### config.mk
export PLATFORM = sky130hd
export DESIGN_NAME = emc_mac_cfg
export DESIGN_NICKNAME = d
export VERILOG_FILES = /design/src/emc_pkg.sv /design/src/emc_mac_cfg.sv /design/src/emc_rx_filter.sv /design/src/emc_sync.sv
export VERILOG_INCLUDE_DIRS = /design/src
export SDC_FILE = /design/constraint.sdc
export NUM_CORES = 1
export LEC_CHECK = 0
export BUFFER_PORTS_ARGS = -buffer_cell sky130_fd_sc_hd__buf_2
export CELL_PAD_IN_SITES_DETAIL_PLACEMENT = 0
export CELL_PAD_IN_SITES_GLOBAL_PLACEMENT = 1
export CORE_MARGIN = 8
export CORE_UTILIZATION = 32
export CTS_BUF_LIST = sky130_fd_sc_hd__clkbuf_4 sky130_fd_sc_hd__clkbuf_8
export DETAILED_ROUTE_END_ITERATION = 10
export PLACE_DENSITY_LB_ADDON = 0.12
export SLEW_MARGIN = 20
export SYNTH_ARGS = -nofsm -noshare
export SYNTH_HDL_FRONTEND = slang
export SYNTH_SLANG_ARGS = --single-unit
### constraint.sdc
create_clock -name clock_i -period 2.2 [get_ports clock_i]
set_input_delay 0.22 -clock clock_i [delete_from_list [all_inputs] [get_ports clock_i]]
set_output_delay 0.22 -clock clock_i [all_outputs]
set_load 0.05 [all_outputs]
### src/emc_defines.svh
/*
 * Offsets, field positions, reset values and timing counts of the MAC
 * control and station address registers.
 * Assumes inclusion by bare name from the MAC configuration sources.
 */
// Summary of operation
// - Control bit 23 set blocks reception while transmitting, except in loopback; clear receives own frames.
// - Loopback bit turns transmit data back to receive, nothing goes to PHY.
// - Duplex bit set lets transmit and receive run at the same time.
// - Full duplex skips the heartbeat check; its fail status is meaningless.
// - Promiscuous bit forwards every frame; resets to 0 as the bit table shows.
// - Pass-all-multicast bit forwards every multicast frame; the code leaves broadcast frames to bcast_ok_i instead.
// - Late collision bit allows retransmission after the normal collision window.
// - Single attempt bit: one try per frame, collided frame dropped.
// - Without single attempt, retry up to 16 times, then flag retry error.
// - Auto pad strip removes pad and FCS from frames under 46 bytes.
// - Back-off field picks 10, 8, 4 or 1 random bits; default 10.
// - Deferral check aborts a packet deferred more than 24,288 bit times.
// - Deferral counter runs while a packet waits on carrier sense.
// - A collision after transmission starts resets the deferral counter.
// - Deferral check clear means defer with no time limit.
// - Transmission happens only while the transmit enable bit is 1.
// - Reception happens only while the receive enable bit is 1.
// - Heartbeat disable bit suppresses the SQE heartbeat check.
`ifndef EMC_DEFINES_SVH
`define EMC_DEFINES_SVH

// ****************************************
// Register offsets (indirect)
// ****************************************
`define EMC_OFS_CTRL 16'h0000
`define EMC_OFS_ADDR_HI 16'h0004
`define EMC_OFS_ADDR_LO 16'h0008
`define EMC_OFS_STATUS 16'h000c

// ****************************************
// Control fields
// ****************************************
`define EMC_B_HBDIS 28
`define EMC_B_BLKSELF 23
`define EMC_B_LOOP 21
`define EMC_B_FDX 20
`define EMC_B_PROMISC 19
`define EMC_B_ALLMC 18
`define EMC_B_LATECOL 12
`define EMC_B_SINGLE 10
`define EMC_B_PADSTRIP 8
`define EMC_B_BOFF_HI 7
`define EMC_B_BOFF_LO 6
`define EMC_B_DEFCHK 5
`define EMC_B_TXON 3
`define EMC_B_RXON 2
`define EMC_CTRL_MASK 32'h10bc_15ec
`define EMC_CTRL_RST 32'h0000_0000
`define EMC_ADDR_HI_RST 32'hffff_ffff
`define EMC_ADDR_LO_RST 32'hffff_ffff

// ****************************************
// Timing and counts
// ****************************************
`define EMC_DEFER_BITS 24288
`define EMC_MAX_RETRY 16
`define EMC_MIN_FRAME 46
`define EMC_SLOT_BITS 512

`endif

### src/emc_pkg.sv
/*
 * Types shared by the MAC configuration modules.
 * Assumes nothing beyond a SystemVerilog compiler.
 */
package emc_pkg;
    typedef enum logic [2:0] {
        TX_IDLE,
        TX_DEFER,
        TX_SEND,
        TX_BACKOFF,
        TX_DONE
    } emc_tx_state_type;
endpackage

### src/emc_mac_cfg.sv
/*
 * MAC control and station address registers, with the transmit attempt,
 * deferral and back-off policy and the receive gating they steer.
 * Assumes an indirect register port on the system clock and MII pins from
 * the PHY that are sampled through two flip-flops here.
 */
`timescale 1ns/1ps
`default_nettype none
`include "emc_defines.svh"
module emc_mac_cfg
    import emc_pkg::*;
#(
    parameter int CLK_MHZ = 100,
    parameter int BIT_NS = 100,
    parameter int DEFER_CYC = `EMC_DEFER_BITS * BIT_NS * CLK_MHZ / 1000
) (
    input wire logic clock_i,
    input wire logic rst_n_i,
    input wire logic [15:0] reg_addr_i,
    input wire logic reg_wr_i,
    input wire logic reg_rd_i,
    input wire logic [31:0] reg_wdata_i,
    output logic [31:0] reg_rdata_o,
    output logic reg_ack_o,
    input wire logic phy_clk_i,
    input wire logic phy_crs_i,
    input wire logic phy_col_i,
    input wire logic phy_sqe_i,
    input wire logic tx_req_i,
    input wire logic tx_last_i,
    input wire logic [47:0] rx_dest_i,
    input wire logic [15:0] rx_len_i,
    input wire logic rx_frame_i,
    input wire logic rx_end_i,
    input wire logic bcast_ok_i,
    output logic phy_tx_en_o,
    output logic loop_tx_o,
    output logic tx_done_o,
    output logic tx_drop_o,
    output logic retry_err_o,
    output logic defer_abort_o,
    output logic rx_accept_o,
    output logic rx_strip_o,
    output logic hb_fail_o
);
    localparam int BIT_CYC = (BIT_NS * CLK_MHZ + 999) / 1000;

    // ****************************************
    // Registers
    // ****************************************
    logic [31:0] ctrl_q, ctrl_d;
    logic [31:0] addr_hi_q, addr_hi_d;
    logic [31:0] addr_lo_q, addr_lo_d;
    logic [31:0] rdata_q, rdata_d;
    logic ack_q, ack_d;

    function automatic logic [31:0] read_mux(input logic [15:0] a, input logic [31:0] c,
                                             input logic [31:0] h, input logic [31:0] l,
                                             input logic [31:0] s);
        case (a)
            `EMC_OFS_CTRL: read_mux = c;
            `EMC_OFS_ADDR_HI: read_mux = {16'h0000, h[15:0]};
            `EMC_OFS_ADDR_LO: read_mux = l;
            `EMC_OFS_STATUS: read_mux = s;
            default: read_mux = 32'h0000_0000;
        endcase
    endfunction

    logic [31:0] status;
    logic tx_on, rx_on, fdx, single, late_ok, def_chk, loop, blk_self, hb_dis;
    logic [1:0] boff_sel;

    always_comb begin
        ctrl_d = ctrl_q;
        addr_hi_d = addr_hi_q;
        addr_lo_d = addr_lo_q;
        if (reg_wr_i) begin
            case (reg_addr_i)
                `EMC_OFS_CTRL: ctrl_d = reg_wdata_i & `EMC_CTRL_MASK;
                `EMC_OFS_ADDR_HI: addr_hi_d = {16'hffff, reg_wdata_i[15:0]};
                `EMC_OFS_ADDR_LO: addr_lo_d = reg_wdata_i;
                default: ;
            endcase
        end
        ack_d = reg_wr_i || reg_rd_i;
        rdata_d = reg_rd_i ? read_mux(reg_addr_i, ctrl_q, addr_hi_q, addr_lo_q, status)
                           : rdata_q;
    end

    always_ff @(posedge clock_i or negedge rst_n_i) begin
        if (!rst_n_i) begin
            ctrl_q <= `EMC_CTRL_RST;
            addr_hi_q <= `EMC_ADDR_HI_RST;
            addr_lo_q <= `EMC_ADDR_LO_RST;
            rdata_q <= 32'h0000_0000;
            ack_q <= 1'b0;
        end else begin
            ctrl_q <= ctrl_d;
            addr_hi_q <= addr_hi_d;
            addr_lo_q <= addr_lo_d;
            rdata_q <= rdata_d;
            ack_q <= ack_d;
        end
    end

    assign tx_on = ctrl_q[`EMC_B_TXON];
    assign rx_on = ctrl_q[`EMC_B_RXON];
    assign fdx = ctrl_q[`EMC_B_FDX];
    assign single = ctrl_q[`EMC_B_SINGLE];
    assign late_ok = ctrl_q[`EMC_B_LATECOL];
    assign def_chk = ctrl_q[`EMC_B_DEFCHK];
    assign loop = ctrl_q[`EMC_B_LOOP];
    assign blk_self = ctrl_q[`EMC_B_BLKSELF];
    assign hb_dis = ctrl_q[`EMC_B_HBDIS];
    assign boff_sel = ctrl_q[`EMC_B_BOFF_HI:`EMC_B_BOFF_LO];

    // ****************************************
    // PHY pin synchronisers
    // ****************************************
    logic [3:0] pins_s;
    logic clk_s_q, crs, col, sqe, bit_edge;

    emc_sync #(.WIDTH(4)) u_sync (
        .clock_i(clock_i),
        .rst_n_i(rst_n_i),
        .async_i({phy_clk_i, phy_crs_i, phy_col_i, phy_sqe_i}),
        .sync_o(pins_s)
    );

    assign crs = pins_s[2];
    assign col = pins_s[1];
    assign sqe = pins_s[0];
    assign bit_edge = pins_s[3] && !clk_s_q;

    // ****************************************
    // Transmit attempt control
    // ****************************************
    emc_tx_state_type st_q, st_d;
    logic [31:0] defer_q, defer_d;
    logic [4:0] tries_q, tries_d;
    logic [9:0] boff_q, boff_d;
    logic [15:0] lfsr_q, lfsr_d;
    logic [15:0] slot_q, slot_d;
    logic txen_q, txen_d, loop_q, loop_d, done_q, done_d, drop_q, drop_d;
    logic rerr_q, rerr_d, dabort_q, dabort_d, hb_q, hb_d, acc_q, acc_d, strip_q, strip_d;
    logic busy, late, filt_acc, filt_strip;
    logic [9:0] boff_mask;

    // Medium counts busy only in half duplex; full duplex ignores carrier
    assign busy = crs && !fdx;
    assign late = slot_q >= 16'(`EMC_SLOT_BITS);

    always_comb begin
        case (boff_sel)
            2'b00: boff_mask = 10'h3ff;
            2'b01: boff_mask = 10'h0ff;
            2'b10: boff_mask = 10'h00f;
            default: boff_mask = 10'h001;
        endcase
    end

    always_comb begin
        st_d = st_q;
        defer_d = defer_q;
        tries_d = tries_q;
        boff_d = boff_q;
        slot_d = slot_q;
        lfsr_d = {lfsr_q[14:0], lfsr_q[15] ^ lfsr_q[13] ^ lfsr_q[12] ^ lfsr_q[10]};
        done_d = 1'b0;
        drop_d = 1'b0;
        rerr_d = 1'b0;
        dabort_d = 1'b0;
        case (st_q)
            TX_IDLE: begin
                defer_d = 32'd0;
                tries_d = 5'd0;
                if (tx_req_i && tx_on) begin
                    st_d = TX_DEFER;
                end
            end
            TX_DEFER: begin
                if (!tx_on) begin
                    st_d = TX_IDLE;
                end else if (busy) begin
                    defer_d = defer_q + 32'd1;
                    if (def_chk && defer_q >= 32'(DEFER_CYC)) begin
                        dabort_d = 1'b1;
                        st_d = TX_DONE;
                    end
                end else begin
                    slot_d = 16'd0;
                    st_d = TX_SEND;
                end
            end
            TX_SEND: begin
                if (bit_edge) begin
                    slot_d = slot_q + 16'd1;
                end
                if (col && !fdx) begin
                    defer_d = 32'd0;
                    if (single || (late && !late_ok)) begin
                        drop_d = 1'b1;
                        st_d = TX_DONE;
                    end else if (tries_q >= 5'(`EMC_MAX_RETRY)) begin
                        rerr_d = 1'b1;
                        st_d = TX_DONE;
                    end else begin
                        tries_d = tries_q + 5'd1;
                        boff_d = lfsr_q[9:0] & boff_mask;
                        slot_d = 16'd0;
                        st_d = TX_BACKOFF;
                    end
                end else if (!tx_on) begin
                    // Transmit switched off mid-frame: give the frame up at once
                    drop_d = 1'b1;
                    st_d = TX_DONE;
                end else if (tx_last_i) begin
                    done_d = 1'b1;
                    st_d = TX_DONE;
                end
            end
            TX_BACKOFF: begin
                // Timed on the system clock: the PHY bit clock may stand still
                // while the medium is idle, which would stall a count of its edges
                if (boff_q == 10'd0) begin
                    st_d = TX_DEFER;
                end else if (slot_q >= 16'(BIT_CYC - 1)) begin
                    slot_d = 16'd0;
                    boff_d = boff_q - 10'd1;
                end else begin
                    slot_d = slot_q + 16'd1;
                end
            end
            TX_DONE: st_d = TX_IDLE;
            default: st_d = TX_IDLE;
        endcase
        txen_d = (st_d == TX_SEND) && !loop;
        loop_d = (st_d == TX_SEND) && loop;
        hb_d = hb_q;
        if (st_q == TX_DONE) begin
            hb_d = 1'b0;
        end else if (st_q == TX_SEND && sqe && !fdx && !hb_dis) begin
            hb_d = 1'b1;
        end
        acc_d = 1'b0;
        strip_d = 1'b0;
        if (rx_end_i && rx_frame_i && rx_on
            && !(blk_self && (txen_q || loop_q) && !loop)) begin
            acc_d = filt_acc;
            strip_d = filt_acc && filt_strip;
        end
    end

    emc_rx_filter u_filter (
        .dest_i(rx_dest_i),
        .station_i({addr_hi_q[15:0], addr_lo_q}),
        .length_i(rx_len_i),
        .promisc_i(ctrl_q[`EMC_B_PROMISC]),
        .allmc_i(ctrl_q[`EMC_B_ALLMC]),
        .bcast_ok_i(bcast_ok_i),
        .pad_strip_i(ctrl_q[`EMC_B_PADSTRIP]),
        .accept_o(filt_acc),
        .strip_o(filt_strip)
    );

    always_ff @(posedge clock_i or negedge rst_n_i) begin
        if (!rst_n_i) begin
            st_q <= TX_IDLE;
            defer_q <= 32'd0;
            tries_q <= 5'd0;
            boff_q <= 10'd0;
            slot_q <= 16'd0;
            lfsr_q <= 16'hace1;
            clk_s_q <= 1'b0;
            txen_q <= 1'b0;
            loop_q <= 1'b0;
            done_q <= 1'b0;
            drop_q <= 1'b0;
            rerr_q <= 1'b0;
            dabort_q <= 1'b0;
            hb_q <= 1'b0;
            acc_q <= 1'b0;
            strip_q <= 1'b0;
        end else begin
            st_q <= st_d;
            defer_q <= defer_d;
            tries_q <= tries_d;
            boff_q <= boff_d;
            slot_q <= slot_d;
            lfsr_q <= lfsr_d;
            clk_s_q <= pins_s[3];
            txen_q <= txen_d;
            loop_q <= loop_d;
            done_q <= done_d;
            drop_q <= drop_d;
            rerr_q <= rerr_d;
            dabort_q <= dabort_d;
            hb_q <= hb_d;
            acc_q <= acc_d;
            strip_q <= strip_d;
        end
    end

    assign status = {27'h0000000, hb_q, txen_q, loop_q, st_q == TX_DEFER, st_q == TX_BACKOFF};
    assign reg_rdata_o = rdata_q;
    assign reg_ack_o = ack_q;
    assign phy_tx_en_o = txen_q;
    assign loop_tx_o = loop_q;
    assign tx_done_o = done_q;
    assign tx_drop_o = drop_q;
    assign retry_err_o = rerr_q;
    assign defer_abort_o = dabort_q;
    assign rx_accept_o = acc_q;
    assign rx_strip_o = strip_q;
    assign hb_fail_o = hb_q;

    // ****************************************
    // Checks
    // ****************************************
    a_tx_gate_off: assert property (@(posedge clock_i) disable iff (!rst_n_i)
        !tx_on |=> !phy_tx_en_o) else $error("tx enable without tx_on");
    a_loop_no_phy: assert property (@(posedge clock_i) disable iff (!rst_n_i)
        loop_tx_o |-> !phy_tx_en_o) else $error("loopback drove phy");
    a_rx_gate_off: assert property (@(posedge clock_i) disable iff (!rst_n_i)
        (!rx_on && rx_end_i) |=> !rx_accept_o) else $error("rx accepted while off");
    a_fdx_no_hb: assert property (@(posedge clock_i) disable iff (!rst_n_i)
        (fdx && !hb_fail_o) |=> !hb_fail_o) else $error("heartbeat in full duplex");
    a_hbdis_no_hb: assert property (@(posedge clock_i) disable iff (!rst_n_i)
        (hb_dis && !hb_fail_o) |=> !hb_fail_o) else $error("heartbeat while disabled");
    a_single_no_retry: assert property (@(posedge clock_i) disable iff (!rst_n_i)
        single |-> !retry_err_o) else $error("retry error in single mode");
    a_defer_unlimited: assert property (@(posedge clock_i) disable iff (!rst_n_i)
        !$past(def_chk) |-> !defer_abort_o) else $error("abort without check");
    a_col_clears_defer: assert property (@(posedge clock_i) disable iff (!rst_n_i)
        (st_q == TX_SEND && col && !fdx) |=> defer_q == 32'd0) else $error("defer kept");
    a_defer_limit: assert property (@(posedge clock_i) disable iff (!rst_n_i)
        defer_abort_o |-> $past(defer_q) >= 32'(DEFER_CYC)) else $error("early abort");
    c_tx_done: cover property (@(posedge clock_i) tx_done_o);
    c_retry_err: cover property (@(posedge clock_i) retry_err_o);
    c_rx_strip: cover property (@(posedge clock_i) rx_strip_o);
endmodule
`default_nettype wire

### src/emc_rx_filter.sv
/*
 * Receive address filter and pad strip decision for one frame.
 * Assumes the destination address and length are stable with rx_end_i.
 */
`timescale 1ns/1ps
`default_nettype none
`include "emc_defines.svh"
module emc_rx_filter (
    input wire logic [47:0] dest_i,
    input wire logic [47:0] station_i,
    input wire logic [15:0] length_i,
    input wire logic promisc_i,
    input wire logic allmc_i,
    input wire logic bcast_ok_i,
    input wire logic pad_strip_i,
    output logic accept_o,
    output logic strip_o
);
    logic is_bcast;
    logic is_mcast;

    always_comb begin
        is_bcast = (dest_i == 48'hffff_ffff_ffff);
        is_mcast = dest_i[40] && !is_bcast;
        accept_o = promisc_i
            || (allmc_i && is_mcast)
            || (dest_i == station_i) || (is_bcast && bcast_ok_i);
        strip_o = pad_strip_i && (length_i < 16'(`EMC_MIN_FRAME));
    end
endmodule
`default_nettype wire

### src/emc_sync.sv
/*
 * Two flip-flop synchroniser for pins from the PHY side.
 * Assumes clock_i is the system clock.
 */
`timescale 1ns/1ps
`default_nettype none
module emc_sync #(
    parameter int WIDTH = 1
) (
    input wire logic clock_i,
    input wire logic rst_n_i,
    input wire logic [WIDTH-1:0] async_i,
    output logic [WIDTH-1:0] sync_o
);
    logic [WIDTH-1:0] meta_q;
    logic [WIDTH-1:0] sync_q;

    always_ff @(posedge clock_i or negedge rst_n_i) begin
        if (!rst_n_i) begin
            meta_q <= '0;
            sync_q <= '0;
        end else begin
            meta_q <= async_i;
            sync_q <= meta_q;
        end
    end

    assign sync_o = sync_q;
endmodule
`default_nettype wire
Yosys cells after proc, flatten, opt, wreduce, memory -nomap -nowiden --
Index checks and enable logic that the tools add are counted.
Operators by class: reductions and logical operators 50, $add $sub $neg 4, multiplexer cells 56, magnitude comparators 5, bitwise logic cells 4, equality and inequality tests 20
Operator list (number):
- 16-bit two-way mux | 8
- 32-bit one-hot mux with 4 select lines | 1
- 32-bit two-way mux | 3
- 32-bit one-hot mux with 3 select lines | 1
- 10-bit two-way mux | 5
- 48-bit equality test | 1
- 48-bit equality test, second input constant | 1
- 16-bit one-hot mux with 3 select lines | 1
- 32-bit by 1-bit adder with 32-bit output, second input constant | 1
- 16-bit by 4-bit equality test with 1-bit output, second input constant | 2
- 32-bit by 18-bit >= comparator with 1-bit output, second input constant | 1
- 3-bit two-way mux | 10
- 10-bit one-hot mux with 3 select lines | 1
- 1-bit logical AND | 21
- 1-bit two-way mux | 20
- 10-bit one-hot mux with 2 select lines | 1
- 16-bit by 1-bit adder with 16-bit output, second input constant | 1
- 16-bit by 3-bit equality test with 1-bit output, second input constant | 1
- 16-bit by 10-bit >= comparator with 1-bit output, second input constant | 1
- 16-bit by 4-bit >= comparator with 1-bit output, second input constant | 1
- 16-bit zero test | 1
- 16-bit by 6-bit less-than comparator with 1-bit output, second input constant | 1
- 5-bit two-way mux | 3
- 2-bit != test, second input constant | 6
- other kinds (23) | 46
Storage, ports and cells: word-level logic and storage cells 162, input port bits 125, output and inout bits 42, flip-flop bits (word level) 195

Logic depth before layout (Yosys ltp) --
word-level depth 9, depth in mapped cells 8, gate-level depth less buffers 7

Modules after synthesis --
From an unflattened synthesis, not the netlist that was laid out.
Unflattened totals: cell total of the unflattened synthesis 930, area total of the unflattened synthesis 9801.9 sq um
By module, submodules not included:
- emc_mac_cfg | sequential area each 4749.6 sq um, area an instance 8904.8 sq um, instances 1, cells an instance 833
- emc_rx_filter | sequential area each 0.0 sq um, area an instance 696.9 sq um, instances 1, cells an instance 89
- emc_sync | sequential area each 200.2 sq um, area an instance 200.2 sq um, instances 1, cells an instance 8

Worst setup path after synthesis --
No wires, ideal clock.
kind register to register, start point register boff_q[0], end point register boff_q[5], stages on the path, launching flop included 9, period minus slack after synthesis 2.062 ns, library setup time 0.126 ns, slack 0.138 ns, buffers on the path 1, required time 2.074 ns, arrival 1.936 ns, path through dfrtp_1 -> inv_1 -> ha_1 -> nor4b_2 -> a41oi_1 -> nand3_1 -> or2_1 -> buf_4 -> o32a_1
Between the ends: longest elaborated chain between the ends 4, elaborated cells between the ends (all ways) 7, classes of those cells add/sub (1); eq/ne (1); mux (3); reduce/logical (2)
Ends and longest elaborated chain:
- from (decl) | line emc_mac_cfg.sv:141 | logic [9:0] boff_q, boff_d;
- from (signal assigned) | line emc_mac_cfg.sv:288 | boff_q <= boff_d;
- 10-bit by 1-bit subtractor with 10-bit output | line emc_mac_cfg.sv:229 | boff_d = boff_q - 10'd1;
- 10-bit two-way mux | line emc_mac_cfg.sv:227 | end else if (slot_q >= 16'(BIT_CYC - 1)) begin
- 10-bit two-way mux | line emc_mac_cfg.sv:225 | if (boff_q == 10'd0) begin
- 10-bit one-hot mux with 2 select lines | line emc_mac_cfg.sv:173 | case (st_q)
Several ways; a longest one is shown, not always the timed one. The select of a mux whose other input is x is not followed. A chain may end at the register's enable or synchronous reset.

Final worst setup path --
start point register slot_q[0], end point register boff_q[5]
Between the ends: longest elaborated chain between the ends 5, elaborated cells between the ends (all ways) 7, classes of those cells order compare (2); eq/ne (2); reduce/logical (3)
Ends and longest elaborated chain:
- from (decl) | line emc_mac_cfg.sv:143 | logic [15:0] slot_q, slot_d;
- from (signal assigned) | line emc_mac_cfg.sv:289 | slot_q <= slot_d;
- 16-bit by 10-bit >= comparator with 1-bit output | line emc_mac_cfg.sv:151 | assign late = slot_q >= 16'(`EMC_SLOT_BITS);
- 1-bit logical AND | line emc_mac_cfg.sv:201 | if (single || (late && !late_ok)) begin
- 1-bit logical OR | line emc_mac_cfg.sv:201
- 2-bit != test (no source line)
- 6-bit AND reduction (no source line) (*)
Every way passes the cells marked *; elsewhere a longest branch is shown, timed or not.

==> out/results.md <==
| Group | Parameter | Value |
| --- | --- | --- |
| yosys | Post-synthesis async set-or-reset flop share | 100% |
| timing | Period Utilization, post-route | 95.6% |
| global route | Maximum number of pins on one net before global-route repair | 54 |
| global route | Wire length of the first global-routing pass | 49100 microns |
| worst setup path | Critical-path cell list | inv_2 > ha_1 > nor3b_2 > o211ai_1 > o22ai_2 > or2_4 > o32a_1 |
| worst setup path | Worst reg-to-reg path cell count | 7 |
| yosys | Top flip-flop cell by instance count after synthesis | sky130_fd_sc_hd__dfrtp_1 |
| floorplan | Standard cell core area | 30500 sq um |
| timing | Fin. max-slew vios | 0 |
| detailed routing | Count of antenna-violating nets left after detailed routing | 0 |
| timing | Shortest clock period the worst path allows after layout | 2.10 ns |
| placement | Buffers added on ports | 165 |
| yosys | Synthesized-area fraction occupied by adder cells | 1.14% |
| clocking | TritonCTS Buffers | 17 |
| yosys | Synthesis-stage register bit count | 195 |
| timing | Maximum operating frequency | 476 MHz |
| worst setup path | Worst Path Arrival | 2.48 ns |
| final layout | Most common cell after layout, fill and taps aside | sky130_fd_sc_hd__buf_2 |
| yosys | Mapped cell area | 9900 sq um |
| floorplan | Number of top-level pins | 167 |
| job | Max-cap check violation count | 0 |
| yosys | Average size of a mapped cell | 10.9 sq um |
| hold path | Class of the worst hold path | primary input to register |
| detailed routing | Iteration-0 DRC count of the detailed router | 455 |
| power and ir drop | Areal power density over the cells | 535 nW/um^2 |
| global route | Antenna violations before repair | 0 |
| floorplan | Starting Density | 32.5% |
| floorplan | Floorplan row count | 64 |
| global route | Overall Global Routing Usage | 17.2% |
| worst setup path | Worst setup path category | register to register |
| outcome | Outcome | finished, final reports clean |
| yosys | Compound-cell area share of the yosys netlist | 13.8% |
| final layout | Antenna diode count | 0 |
| yosys | Sequential area share after synthesis | 50.0% |
| final layout | Relative area change from synthesis to final layout | 26.9% |
| worst setup path | Destination of the worst register-to-register timing path | boff_q[5] |
| clocking | Buffer levels on the longest clock path | 2 |
| worst setup path | Critical path required time | 2.58 ns |
| worst setup path | Nature of the critical path startpoint | register |
| timing | Transition at the pin with the smallest max-transition slack | 0.788 ns |
| detailed routing | WL per Instance | 19.8 microns |
| final layout | Layout net count | 1299 |
| clocking | Clock transition at the registers of the reported paths | 0.11 ns |
| final layout | Number of non-filler instances in the completed layout | 1574 |
| clocking | Level count of the clock H-tree | 4 |
| final layout | Commonest non-fill, non-tap cells in the layout | 164 x sky130_fd_sc_hd__buf_2, 138 x sky130_fd_sc_hd__dfrtp_1, 67 x sky130_fd_sc_hd__buf_4, 63 x sky130_fd_sc_hd__o21ai_0, 57 x sky130_fd_sc_hd__xnor2_1 |
| power and ir drop | Worst VDD drop | 0.415 mV |
| detailed routing | Post-route DRC violation count | 0 |
| worst setup path | Capturing element type of the critical path | register |
| floorplan | Die Y | 192 microns |
| placement | Total placed cells including tap cells | 1499 |
| yosys | Cell types with the largest area share after synthesis | sky130_fd_sc_hd__dfrtp_1 35%, sky130_fd_sc_hd__dfstp_2 15%, sky130_fd_sc_hd__xnor2_1 5.0% |
| placement | Post-detailed-placement half-perimeter wirelength | 23600 microns |
| yosys | Fraction of synthesized cell area in xor and xnor cells | 5.75% |
| power and ir drop | Standby leakage power | 5.56 nW |
| timing | Post-route clock skew | 0.0235 ns |
| yosys | Net count after synthesis | 1042 |
| yosys | Dominant combinational cell family by area after synthesis | simple AND/OR/NAND/NOR gates |
| worst setup path | Reg2reg start | slot_q[0] |
| worst setup path | Standard cell with the maximum stage delay on the critical path | sky130_fd_sc_hd__dfrtp_1 |
| timing | Hold Worst Slack | 0.0246 ns |
| worst setup path | Largest fanout of any net on the critical path | 7 |
| timing | Final hold viol count | 0 |
| timing | Final setup violation count | 0 |
| floorplan | Overall die width | 192 microns |
| final layout | Fin area | 12600 sq um |
| yosys | Most area-hungry cell type in the Yosys netlist | sky130_fd_sc_hd__dfrtp_1 |
| placement | Gp weighted congestion | 0.848 |
| global route | Total grt overflow | 0 |
| yosys | Fraction of post-synthesis cell area in the top cell type by area | 35.1% |
| clocking | Clock Tree Root | sky130_fd_sc_hd__clkbuf_8 |
| worst setup path | Crit path capture | boff_q[5] |
| worst setup path | Worst path depth | 7 |
| worst setup path | Number of buffer and inverter instances along the worst setup path | 1 |
| yosys | Number of warning messages in the yosys log | 0 |
| timing | RSZ-0062 raised after global routing | true |
| detailed routing | Detail-routed via count per cell | 5.07 |
| floorplan | Area enclosed by the die boundary | 36800 sq um |
| yosys | Post-Syn Instances | 908 |
| detailed routing | Count of vias placed by the detailed router | 7985 |
| clocking | Clock tree from TritonCTS | yes |
| final layout | Fraction of layout instances using a drive strength above 1 | 35.3% |
| detailed routing | DRT Wirelength | 31200 microns |
| yosys | Post-synth EDFFs | 0 |
| timing | Worst slew margin relative to its limit | 47.1% |
| detailed routing | TritonRoute pass-1 iters | 5 |
| clocking | Insertion delay of the later-clocked pin in the worst-skew pair | 0.50 ns |
| worst setup path | Crit path max-delay family | compound AO/OA/AOI/OAI gates |
| yosys | Basic-gate share of the synthesized area counting and, or, nand and nor cells | 15.4% |
| worst setup path | CP max stage delay | 0.44 ns |
| worst setup path | Startpoint of the most critical setup path | slot_q[0] |
| yosys | Multiplexer fraction of the synthesized cell area | 10.3% |
| clocking | Total number of clock tree sinks | 195 |
| yosys | Synth cell types | 77 |
| placement | Placement-stage cell area | 11600 sq um |
| global route | Number of global-route vias before repair | 8467 |
| worst setup path | Reg-to-reg setup timing slack | 0.1 ns |
[flip-flops by register name, summed over array words and instances (netlist names), 4 cells and up]
signal,cells
addr_hi_q,16
addr_lo_q,32
boff_q,10
ctrl_q,14
defer_q,32
lfsr_q,16
reg_rdata_o,32
slot_q,16
tries_q,5
u_sync.meta_q,4
u_sync.sync_o,4
[stage by stage]
| stage | power, mW | utilization (%) | worst slack, ns | TNS (ns) |
|---|---|---|---|---|
| after floorplan | 3.76 | - | 0.138 | 0 |
| after global placement | 4.06 | 38.1 | -0.0330 | -0.0330 |
| after detailed placement | 4.06 | 38.1 | -0.0659 | -0.0755 |
| after CTS | 6.83 | 40.9 | 0.0118 | 0 |
| after global routing | 6.99 | 41.2 | -0.00755 | -0.0106 |
| final | 6.72 | 41.2 | 0.0975 | 0 |
[Yosys cell counts, drive strengths merged (5+ instances only)]
cell type	instances
a31oi	8
o2bb2ai	8
o31ai	11
xor2	8
mux2	64
nand3	33
and4	7
mux2i	14
o2111ai	5
inv	38
nor2b	9
nand4	41
dfrtp	139
nor3	17
clkbuf	20
nor2	43
nand2	46
and3	17
o211ai	5
o21ai	67
ha	9
a22o	17
dfstp	56
o22ai	10
a21oi	36
buf	21
xnor2	57
or3	17
nor4	20
[cell type report]
cell class / count / area, sq um
fillers: 3033 / 17900
flip-flops and latches: 195 / 4950
multi-input cells: 633 / 4640
repair buffers: 279 / 1870
well taps: 396 / 495
clock buffers: 18 / 248
clock inverters: 14 / 210
inverters: 39 / 146
[worst min-delay path by stage]
stage | start | to | slack, ns | depth (start not counted)
after global placement | rst_n_i | reg_rdata_o[25] | 0.23 | 1
after global routing | reg_wdata_i[10] | addr_lo_q[10] | 0.01 | 2
after detailed placement | rst_n_i | reg_rdata_o[24] | 0.23 | 1
after CTS | rx_len_i[11] | rx_strip_o | 0.002 | 4
final | reg_wdata_i[10] | addr_lo_q[10] | 0.02 | 2
after floorplan | rst_n_i | boff_q[0] | -0.08 | 0
[routing by layer]
layer	wire length [microns]	part of all wire (%)	vias up	global-route usage, %
met5	0	0	-	0
met4	651	2.1	0	5.74
met3	1310	4.2	24	2.89
met2	14800	47	165	28.2
met1	14500	46	3931	22.7
li1	-	-	3865	-
[timing repair]
action / 4_1_cts / 5_1_grt
hold buffers: 39 / 0
setup buffers: 0 / 4
endpoints found under the setup margin: 2 / 17
pin swaps: 1 / 5
hold endpoints to repair: 86 / 0
resized for setup: 1 / 11
[cell families after synthesis]
group                    count (synthesis)
AO/OA/AOI/OAI                          203
XOR/XNOR                                65
adder cells (fa/ha/maj)                  9
buffers and inverters                   80
flip-flops                             195
multiplexers                            80
AND/OR/NAND/NOR                        276
[power by group]
| group | switching (mW) | internal [mW] | total [mW] |
|---|---|---|---|
| Clock | 1.55 | 1.13 | 2.68 |
| Sequential | 0.00482 | 3.60 | 3.60 |
| Combinational | 0.244 | 0.194 | 0.438 |
Note: power is estimated with default switching activity, not from simulation.
